<file path="config.mk">
export PLATFORM = sky130hd
export DESIGN_NAME = rcp_regs
export DESIGN_NICKNAME = d
export VERILOG_FILES = /design/src/hdl/rcp_pkg.sv /design/src/hdl/rcp_regs.sv
export SDC_FILE = /design/constraint.sdc
export NUM_CORES = 1
export LEC_CHECK = 0
export BUFFER_PORTS_ARGS = -buffer_cell sky130_fd_sc_hd__buf_2
export CORE_ASPECT_RATIO = 0.9
export CORE_MARGIN = 2
export CORE_UTILIZATION = 41
export CTS_CLUSTER_SIZE = 20
export DETAILED_ROUTE_END_ITERATION = 10
export HOLD_SLACK_MARGIN = 0.03
export PLACE_DENSITY = 0.78
export SETUP_SLACK_MARGIN = 0.5
export SLEW_MARGIN = 40
export SYNTH_ARGS = -nofsm -noshare
export SYNTH_HDL_FRONTEND = slang
export SYNTH_SLANG_ARGS = --single-unit
</file>
<file path="constraint.sdc">
create_clock -name CLK_I -period 1.7 [get_ports CLK_I]
set_clock_uncertainty 0.15 [all_clocks]
set_input_delay 0.17 -clock CLK_I [delete_from_list [all_inputs] [get_ports CLK_I]]
set_output_delay 0.17 -clock CLK_I [all_outputs]
set_load 0.005 [all_outputs]
</file>
<file path="src/hdl/rcp_pkg.sv">
// Constants for the reset-cause and digital PLL configuration registers
package rcp_pkg;
  localparam int ADDR_W = 8;
  localparam logic [7:0] RSC_OFFSET = 8'h74;
  localparam logic [7:0] PLL_OFFSET = 8'h84;
  // Reset-cause register field positions
  localparam int LP_FLAG_BIT = 31;
  localparam int WWDG_FLAG_BIT = 30;
  localparam int FWDG_FLAG_BIT = 29;
  localparam int SW_FLAG_BIT = 28;
  localparam int POR_FLAG_BIT = 27;
  localparam int PIN_FLAG_BIT = 26;
  localparam int FLAG_LSB = 26;
  localparam int FLAG_W = 6;
  localparam int CLEAR_BIT = 24;
  localparam int OSC_STABLE_BIT = 1;
  localparam int OSC_ENABLE_BIT = 0;
  // Digital PLL configuration field positions
  localparam int DIV_LSB = 26;
  localparam int DIV_W = 6;
  localparam int FSEL_LSB = 24;
  localparam int FSEL_W = 2;
  // Reset values
  localparam logic [31:0] RSC_RESET = 32'h0C000000;
  localparam logic [31:0] PLL_RESET = 32'h0B000000;
  localparam logic [5:0] FLAGS_RESET = 6'h03;
  localparam logic [5:0] DIV_RESET = 6'h02;
  localparam logic [1:0] FSEL_RESET = 2'h3;
endpackage : rcp_pkg

</file>
<file path="src/hdl/rcp_regs.sv">
// Reset-cause flags, slow RC oscillator control and digital PLL configuration registers
//
// Functional notes
// - Deep-sleep or standby reset sets the low-power flag, bit 31.
// - Window watchdog reset sets its flag, bit 30.
// - Free watchdog reset sets its flag, bit 29.
// - Software reset request sets its flag, bit 28.
// - Power-on reset sets the power flag, bit 27.
// - External pin reset sets the pin flag, bit 26.
// - Writing 1 to bit 24 clears all six flags; 0 does nothing.
// - Only power reset returns the flags to their reset value.
// - Clear bit and oscillator enable reset on every system reset.
// - Bit 0 enables the 32 kHz oscillator; bit 1 reads its stability.
// - Divider field 31:26 divides the PLL output by value plus one.
// - Field 25:24 picks PLL output: 192, 240, 320 or 480 MHz.
// - Byte, half-word and word accesses touch only addressed bytes.
module rcp_regs (
  input wire logic CLK_I,
  input wire logic RESET_N_I,
  input wire logic POWER_RESET_N_I,
  input wire logic REG_SEL_I,
  input wire logic REG_WRITE_I,
  input wire logic [7:0] REG_ADDR_I,
  input wire logic [3:0] REG_BYTE_EN_I,
  input wire logic [31:0] REG_WDATA_I,
  input wire logic LOW_POWER_RESET_I,
  input wire logic WINDOW_WATCHDOG_RESET_I,
  input wire logic FREE_WATCHDOG_RESET_I,
  input wire logic SOFTWARE_RESET_I,
  input wire logic PIN_RESET_I,
  input wire logic OSC_STABLE_I,
  output logic [31:0] REG_RDATA_O,
  output logic REG_READY_O,
  output logic SLOW_RC_OSC_ENABLE_O,
  output logic [5:0] SYS_CLOCK_DIVIDER_O,
  output logic [1:0] PLL_OUTPUT_FREQ_SELECT_O
);

  ////////////////////////////////////////////////////////////////////////////////
  // Synchronisers for the asynchronous event and status inputs
  logic [5:0] evt_meta;
  logic [5:0] evt_sync;
  logic [5:0] next_evt_meta;
  logic [5:0] next_evt_sync;

  always_comb
  begin
    next_evt_meta = {LOW_POWER_RESET_I, WINDOW_WATCHDOG_RESET_I, FREE_WATCHDOG_RESET_I,
                     SOFTWARE_RESET_I, PIN_RESET_I, OSC_STABLE_I};
    next_evt_sync = evt_meta;
  end

  // No reset here: the flags must still see the cause that is holding the system in reset
  // Only the second stage feeds the logic below; the first may still be settling
  always_ff @(posedge CLK_I)
  begin
    evt_meta <= next_evt_meta;
    evt_sync <= next_evt_sync;
  end

  ////////////////////////////////////////////////////////////////////////////////
  // Register read and write decode
  // Unmapped addresses still answer, so a stray access cannot stall the bus
  logic wr_rsc;
  logic wr_pll;
  logic rd_rsc;
  logic rd_pll;

  always_comb
  begin
    wr_rsc = 1'b0;
    wr_pll = 1'b0;
    rd_rsc = 1'b0;
    rd_pll = 1'b0;
    if (REG_SEL_I && REG_ADDR_I == rcp_pkg::RSC_OFFSET)
    begin
      wr_rsc = REG_WRITE_I;
      rd_rsc = !REG_WRITE_I;
    end
    else if (REG_SEL_I && REG_ADDR_I == rcp_pkg::PLL_OFFSET)
    begin
      wr_pll = REG_WRITE_I;
      rd_pll = !REG_WRITE_I;
    end
  end

  ////////////////////////////////////////////////////////////////////////////////
  // Reset-cause flags, kept on the power reset only
  logic [5:0] flags;
  logic [5:0] next_flags;
  logic clear_req;
  logic [5:0] set_vec;

  always_comb
  begin
    // Clear applies to the pending write byte 3 bit 24 only; flag bits themselves are read-only
    clear_req = wr_rsc && REG_BYTE_EN_I[3] && REG_WDATA_I[rcp_pkg::CLEAR_BIT];
    set_vec = {evt_sync[5], evt_sync[4], evt_sync[3], evt_sync[2], 1'b0, evt_sync[1]};
    next_flags = flags;
    if (clear_req)
    begin
      next_flags = '0;
    end
    // A cause arriving with the clear wins over it
    next_flags = next_flags | set_vec;
  end

  // The system reset leaves these alone, so the cause behind a reset survives it
  always_ff @(posedge CLK_I)
  begin
    if (!POWER_RESET_N_I)
    begin
      // Power reset records itself, reset value of the flag field
      flags <= rcp_pkg::FLAGS_RESET;
    end
    else
    begin
      flags <= next_flags;
    end
  end

  ////////////////////////////////////////////////////////////////////////////////
  // Clear bit, oscillator enable and PLL configuration, on system reset
  logic clear_bit;
  logic osc_en;
  logic [5:0] div;
  logic [1:0] fsel;
  logic next_clear_bit;
  logic next_osc_en;
  logic [5:0] next_div;
  logic [1:0] next_fsel;

  always_comb
  begin
    next_clear_bit = clear_bit;
    next_osc_en = osc_en;
    next_div = div;
    next_fsel = fsel;
    // The clear bit reads back as written; flags are cleared by the write itself
    if (wr_rsc && REG_BYTE_EN_I[3])
    begin
      next_clear_bit = REG_WDATA_I[rcp_pkg::CLEAR_BIT];
    end
    if (wr_rsc && REG_BYTE_EN_I[0])
    begin
      next_osc_en = REG_WDATA_I[rcp_pkg::OSC_ENABLE_BIT];
    end
    // Divider and select only move on a write that enables the top byte lane
    if (wr_pll && REG_BYTE_EN_I[3])
    begin
      next_div = REG_WDATA_I[rcp_pkg::DIV_LSB +: rcp_pkg::DIV_W];
      next_fsel = REG_WDATA_I[rcp_pkg::FSEL_LSB +: rcp_pkg::FSEL_W];
    end
  end

  always_ff @(posedge CLK_I)
  begin
    if (!RESET_N_I || !POWER_RESET_N_I)
    begin
      clear_bit <= 1'b0;
      osc_en <= 1'b0;
      div <= rcp_pkg::DIV_RESET;
      fsel <= rcp_pkg::FSEL_RESET;
    end
    else
    begin
      clear_bit <= next_clear_bit;
      osc_en <= next_osc_en;
      div <= next_div;
      fsel <= next_fsel;
    end
  end

  ////////////////////////////////////////////////////////////////////////////////
  // Read data and outputs; unmapped addresses read zero
  logic [31:0] next_rdata;
  logic next_ready;

  always_comb
  begin
    next_rdata = '0;
    next_ready = REG_SEL_I;
    if (rd_rsc)
    begin
      next_rdata[rcp_pkg::FLAG_LSB +: rcp_pkg::FLAG_W] = flags;
      next_rdata[rcp_pkg::CLEAR_BIT] = clear_bit;
      // Masked by the enable: a status left over from before a disable must not read as stable
      next_rdata[rcp_pkg::OSC_STABLE_BIT] = evt_sync[0] & osc_en;
      next_rdata[rcp_pkg::OSC_ENABLE_BIT] = osc_en;
    end
    else if (rd_pll)
    begin
      next_rdata[rcp_pkg::DIV_LSB +: rcp_pkg::DIV_W] = div;
      next_rdata[rcp_pkg::FSEL_LSB +: rcp_pkg::FSEL_W] = fsel;
    end
  end

  // Outputs load the next values so they move on the same edge as the registers behind them;
  // the power reset loads their reset values as well, keeping them in step with those registers
  always_ff @(posedge CLK_I)
  begin
    if (!RESET_N_I || !POWER_RESET_N_I)
    begin
      REG_RDATA_O <= '0;
      REG_READY_O <= 1'b0;
      SLOW_RC_OSC_ENABLE_O <= 1'b0;
      SYS_CLOCK_DIVIDER_O <= rcp_pkg::DIV_RESET;
      PLL_OUTPUT_FREQ_SELECT_O <= rcp_pkg::FSEL_RESET;
    end
    else
    begin
      REG_RDATA_O <= next_rdata;
      REG_READY_O <= next_ready;
      SLOW_RC_OSC_ENABLE_O <= next_osc_en;
      SYS_CLOCK_DIVIDER_O <= next_div;
      PLL_OUTPUT_FREQ_SELECT_O <= next_fsel;
    end
  end

endmodule : rcp_regs

</file>
Word level (Yosys, flattened, before mapping)
Cells that the tools add are included.
{"block": "word_totals", "reg_bits": 61, "word_cells": 40, "input_bits": 55, "output_inout_bits": 42}
{"block": "op_classes", "n_bitwise": 4, "n_eq_ne": 2, "n_mux": 10, "n_reduce_logical": 12}
{"op": "6-bit two-way mux", "count": 2}
{"op": "8-bit by 7-bit == test with 1-bit output, second input constant", "count": 1}
{"op": "8-bit == test, second input constant", "count": 1}
{"op": "8-bit two-way mux", "count": 1}
{"op": "1-bit two-way mux", "count": 7}
{"op": "1-bit logical AND", "count": 6}
{"op": "6-bit bitwise OR", "count": 1}
{"op": "1-bit zero test", "count": 3}
{"op": "3-bit OR reduction", "count": 1}
{"op": "1-bit NOT", "count": 2}
{"op": "2-bit OR reduction", "count": 1}
{"op": "1-bit AND", "count": 1}
{"op": "1-bit logical OR", "count": 1}

Longest topological paths before layout
{"block": "logic_depth", "ltp_word": 7, "mapped_depth": 4, "depth_no_buf": 3}

Least setup slack after synthesis
No wires, ideal clock.
{"block": "synth_path", "path_kind": "input to register", "start": "input port REG_ADDR_I[5]", "end": "register PLL_OUTPUT_FREQ_SELECT_O[0]", "slack_ns": 0.338, "stages": 4, "t_arrival_ns": 1.140, "setup_time_ns": 0.072, "path_buffers": 1, "cell_sequence": "nor4b_4 > and4bb_1 > buf_6 > mux2i_1"}
{"block": "synth_between", "elab_chain_cells": 5}
{"item": "start, declared", "line_no": "rcp_regs.sv:23", "source": "input wire logic [7:0] REG_ADDR_I,"}
{"item": "8-bit == test", "line_no": "rcp_regs.sv:80", "source": "else if (REG_SEL_I && REG_ADDR_I == rcp_pkg::PLL_OFFSET)"}
{"item": "1-bit logical AND", "line_no": "rcp_regs.sv:80"}
{"item": "1-bit two-way mux", "line_no": "rcp_regs.sv:80"}
{"item": "1-bit two-way mux *", "line_no": "rcp_regs.sv:75", "source": "if (REG_SEL_I && REG_ADDR_I == rcp_pkg::RSC_OFFSET)"}
{"item": "1-bit logical AND *", "line_no": "rcp_regs.sv:149", "source": "if (wr_pll && REG_BYTE_EN_I[3])"}
{"item": "end signal, assigned", "line_no": "rcp_regs.sv:208", "source": "PLL_OUTPUT_FREQ_SELECT_O <= rcp_pkg::FSEL_RESET;"}
{"item": "end signal, assigned", "line_no": "rcp_regs.sv:216", "source": "PLL_OUTPUT_FREQ_SELECT_O <= next_fsel;"}
{"item": "end, declared", "line_no": "rcp_regs.sv:36", "source": "output logic [1:0] PLL_OUTPUT_FREQ_SELECT_O"}
Every way passes the cells marked *; elsewhere a longest branch is shown, timed or not.
A chain may end at the register's enable or synchronous reset.

Final worst setup path
{"block": "layout_path", "start": "input port REG_ADDR_I[7]", "end": "register clear_bit"}
{"block": "layout_between", "elab_chain_cells": 4}
{"item": "8-bit by 7-bit == test with 1-bit output", "line_no": "rcp_regs.sv:75"}
{"item": "1-bit logical AND", "line_no": "rcp_regs.sv:75"}
{"item": "1-bit two-way mux", "line_no": "rcp_regs.sv:75"}
{"item": "1-bit logical AND", "line_no": "rcp_regs.sv:140", "source": "if (wr_rsc && REG_BYTE_EN_I[3])"}
{"item": "end signal, assigned", "line_no": "rcp_regs.sv:167", "source": "clear_bit <= next_clear_bit;"}
{"item": "end, declared", "line_no": "rcp_regs.sv:124", "source": "logic clear_bit;"}
No other way between the ends.

==> impl_results.md <==
- Status: finished clean
- Min Tclk post-route: 1.15 ns
- Post-route cell area: between 0.0015 and 0.002 mm2
- Flop and latch count out of synthesis: 39
- Detailed-router iteration count before antenna repair: 4
- Fillers: 334
- Seq pwr share: between 50% and 60%
- Dpl hpwl: a little over 2 mm
- XOR/XNOR Fraction of Synth Area: 0%
- Cell Area, Placed: ~0.0017 mm2
- Setup crit end kind: register
- Total setup buffers inserted after CTS: 0
- Vias in the first global route: approximately 940
- Footprint of the multi-input gates: 596 um2
- Top cells by area, synth: dfxtp_1, buf_4, mux2i_1
- Initial antenna violation count: 0
- Yosys top cell area share: 52.8%
- H-tree lvl count: 2
- Synth Instances: 149
- Int Power: 1.38 mW
- Vias: around 1,200
- Reg clk slew, reported paths: around 0.070 ns
- Setup TNS: 0 ns
- Die area: ~0.0041 mm2
- Vias per inst: 4.51
- Hold Crit Endpoint: PLL_OUTPUT_FREQ_SELECT_O[0]
- Crit path kind: in -> reg
- Root Buffer: clkbuf_8
- Largest family of logic cells by synthesized area: simple AND/OR/NAND/NOR gates
- Clock Latency Late Sink: 0.28 ns
- Comb power frac: 7.8%
- DIE WIDTH: just under 70 um
- Slew Limit Fails: 0
- Placer Congestion: just under 0.8
- Syn-to-layout area delta: 35.1%
- GRT Util Overall: between 10 and 15%
- Largest area contributor in the netlist: dfxtp_1
- Final setup viols: 0
- 1st-iter DRT viols: 58
- Post-Layout Cell Count: 266
- Lkg Pwr: 0.909 nW
- Post-Synth Adder-Cell Area: 0%
- Port buffer count: between 40 and 50
- CTS tree: built
- R2R cell count: 2
- Synthesized area: around 0.0015 mm2
- R2r startpoint: flags[4]
- Buf/Inv on CP: 1
- FF-to-FF setup slack: around 0.87 ns
- I/O pins: 97
- Gr ovfl total: 0
- First-pass GRT wire length: approximately 4.3 mm
- Share of layout cells above drive strength 1: between 20% and 30%
- Final #Nets: ~280
- Total core area: roughly 0.0034 mm2
- Post-Synth Simple-Gate Area: a little over a fifth
- Max_cap viols: 0
- N_diodes: 0
- CP peak stage delay: 0.41 ns
- Dpl cells: 240
- Total power: 1.75 mW
- Routed len/inst: around 11 um
- Row cnt: 20
- WL final: around 2.9 mm
- Mux contribution to synthesized area: between 6 and 7%
- Pin count of the biggest net entering global routing: 14
- Clock power frac: around 38%
- Maximum VDD drop: roughly 0.00051 V
- Chip height: ~61 um
- Synth Area in Compound Gates: roughly 5.6%
- Worst Path Required: between 1.5 and 2 ns
- Sequential cell area: approximately 780 um2
- Family with the most delay on the worst path: simple AND/OR/NAND/NOR gates
- Post-synthesis sequential area ratio: between 50% and 60%
- Switching power: roughly 0.36 mW
- Clock Sinks: 39
- CTS Buffer Depth: 2
- WHS: around 0.042 ns
- Min-delay worst type: in -> reg
- Critical path arrival: around 1.2 ns
- Fmax: approximately 870 MHz
- Crit start category: input pin
- Critical Path, Cell by Cell: buf_2 > nand4b_1 > nor4b_1 > mux2i_1
- Sw Share: 20.8%
- Residual DRC: 0
- Worst Hold Depth: 3
- Hold_sp: REG_WDATA_I[24]
- RR Endpoint: REG_RDATA_O[30]
- Period utilization: between 60% and 70%
- CTS Buf Count: 5
- Hold violation count in the final report: 0
- CP max stage cell: nor4b_1
- YS warnings: 0
- Routed Antenna Nets: 0
- Unique masters post-synth: 27
- Syn_area_per_cell: 9.93 um2
- Initial Utilization: between 40% and 50%
- CP max FO: 4
- Pwr dens: 873 mW/mm2
- Unrepaired setup endpoints after global routing: true
## worst register-to-register path: cells and delay by family, from the launching register on
kind,cells,cell delay (ns)
AOI/OAI and AO/OA,1,0.18
DFF,1,0.33
and+or+nand+nor,1,0.08
## placed cells by master, fill, tap and decap left out, drive strengths merged
master | Yosys | final
conb | 1 | 22
nor4b | 2 | 2
a22oi | 7 | 7
nand4bb | 1 | 1
or4 | 1 | 1
buf | 24 | 53
nor2b | 1 | 1
nand3 | 1 | 1
dlygate4sd3 | 0 | 18
inv | 2 | 2
o21ai | 6 | 6
nor4 | 2 | 2
nor2 | 15 | 15
and2 | 2 | 2
mux2i | 10 | 10
nand4b | 1 | 1
and3 | 2 | 2
nand2 | 25 | 25
and4bb | 1 | 1
nor3 | 1 | 1
and4b | 1 | 1
dfxtp | 39 | 39
and4 | 1 | 1
clkbuf | 3 | 8
## flip-flops by register name (all words and copies together) (netlist names)
name                      cells
REG_READY_O                   1
flags                         6
SLOW_RC_OSC_ENABLE_O          1
evt_sync                      6
REG_RDATA_O                  10
clear_bit                     1
evt_meta                      6
SYS_CLOCK_DIVIDER_O           6
PLL_OUTPUT_FREQ_SELECT_O      2
## logic make-up after synthesis
kind of cell,count (synthesis)
muxes,10
and+or+nand+nor,57
other,1
DFF,39
buffers and inverters,29
AOI/OAI and AO/OA,13
## cell usage after synthesis
| cell | n |
|---|---|
| nor4_1 | 2 |
| and4b_1 | 1 |
| a22oi_1 | 7 |
| nand4bb_4 | 1 |
| nand4b_1 | 1 |
| nand3_1 | 1 |
| nor2b_1 | 1 |
| and3_1 | 2 |
| mux2i_1 | 10 |
| nor2_1 | 15 |
| nor4b_4 | 1 |
| buf_6 | 1 |
| nor4b_1 | 1 |
| inv_1 | 2 |
| clkbuf_1 | 3 |
| conb_1 | 1 |
| nor3_1 | 1 |
| nand2_1 | 25 |
| o21ai_0 | 6 |
| dfxtp_1 | 39 |
| and4_1 | 1 |
| buf_2 | 1 |
| and2_0 | 1 |
| and4bb_1 | 1 |
| or4_1 | 1 |
| buf_4 | 22 |
| and2_1 | 1 |
## final cells by class
type,instances,area share [%]
Clock buffer,8,5.01
Inverter,2,0.376
Multi-Input combinational cell,102,29.8
Sequential cell,39,39.1
Tap cell,44,2.76
Timing Repair Buffer,71,23.0
## metrics by stage
stage	util, %	worst slack (ns)
3_3_place_gp	50.0	0.136
2_1_floorplan	-	0.340
5_1_grt	58.7	0.493
3_5_place_dp	50.0	0.0985
4_1_cts	58.6	0.511
6_report	58.7	0.552
## metal layers
| layer | global-route usage [%] | share of wire (%) | vias to the layer above |
|---|---|---|---|
| met3 | 5.19 | 6.4 | 0 |
| met1 | 18.5 | 45 | 560 |
| met4 | 4.37 | 0 | 0 |
| met2 | 22.5 | 48 | 42 |
| met5 | 0 | 0 | - |
| li1 | - | - | 597 |
## power by group through the flow
stage | Clock, mW | Combinational, mW | Sequential, mW
global route | 0.725 | 0.152 | 0.949
floorplan | 0 | 0.0851 | 0.965
global placement | 0 | 0.0997 | 0.967
detailed placement | 0 | 0.102 | 0.969
CTS | 0.683 | 0.135 | 0.948
finish | 0.661 | 0.136 | 0.948
## worst max-delay path by stage
stage | startpoint | to | slack (ns) | depth (start not counted)
after floorplan | REG_ADDR_I[6] | PLL_OUTPUT_FREQ_SELECT_O[0] | 0.34 | 4
after global placement | REG_ADDR_I[3] | REG_RDATA_O[24] | 0.14 | 4
after detailed placement | REG_ADDR_I[3] | REG_RDATA_O[30] | 0.1 | 4
after CTS | REG_ADDR_I[3] | REG_RDATA_O[30] | 0.51 | 4
after global routing | REG_ADDR_I[7] | clear_bit | 0.49 | 4
final | REG_ADDR_I[7] | clear_bit | 0.55 | 4
## what timing repair did
action	in CTS	in global routing
gates cloned	0	0
pin swaps	0	2
hold buffers	18	0
endpoints found under the setup margin	12	10
endpoints found under the hold margin	17	0
resized for setup	2	1
Power figures use the tool's default switching activity.
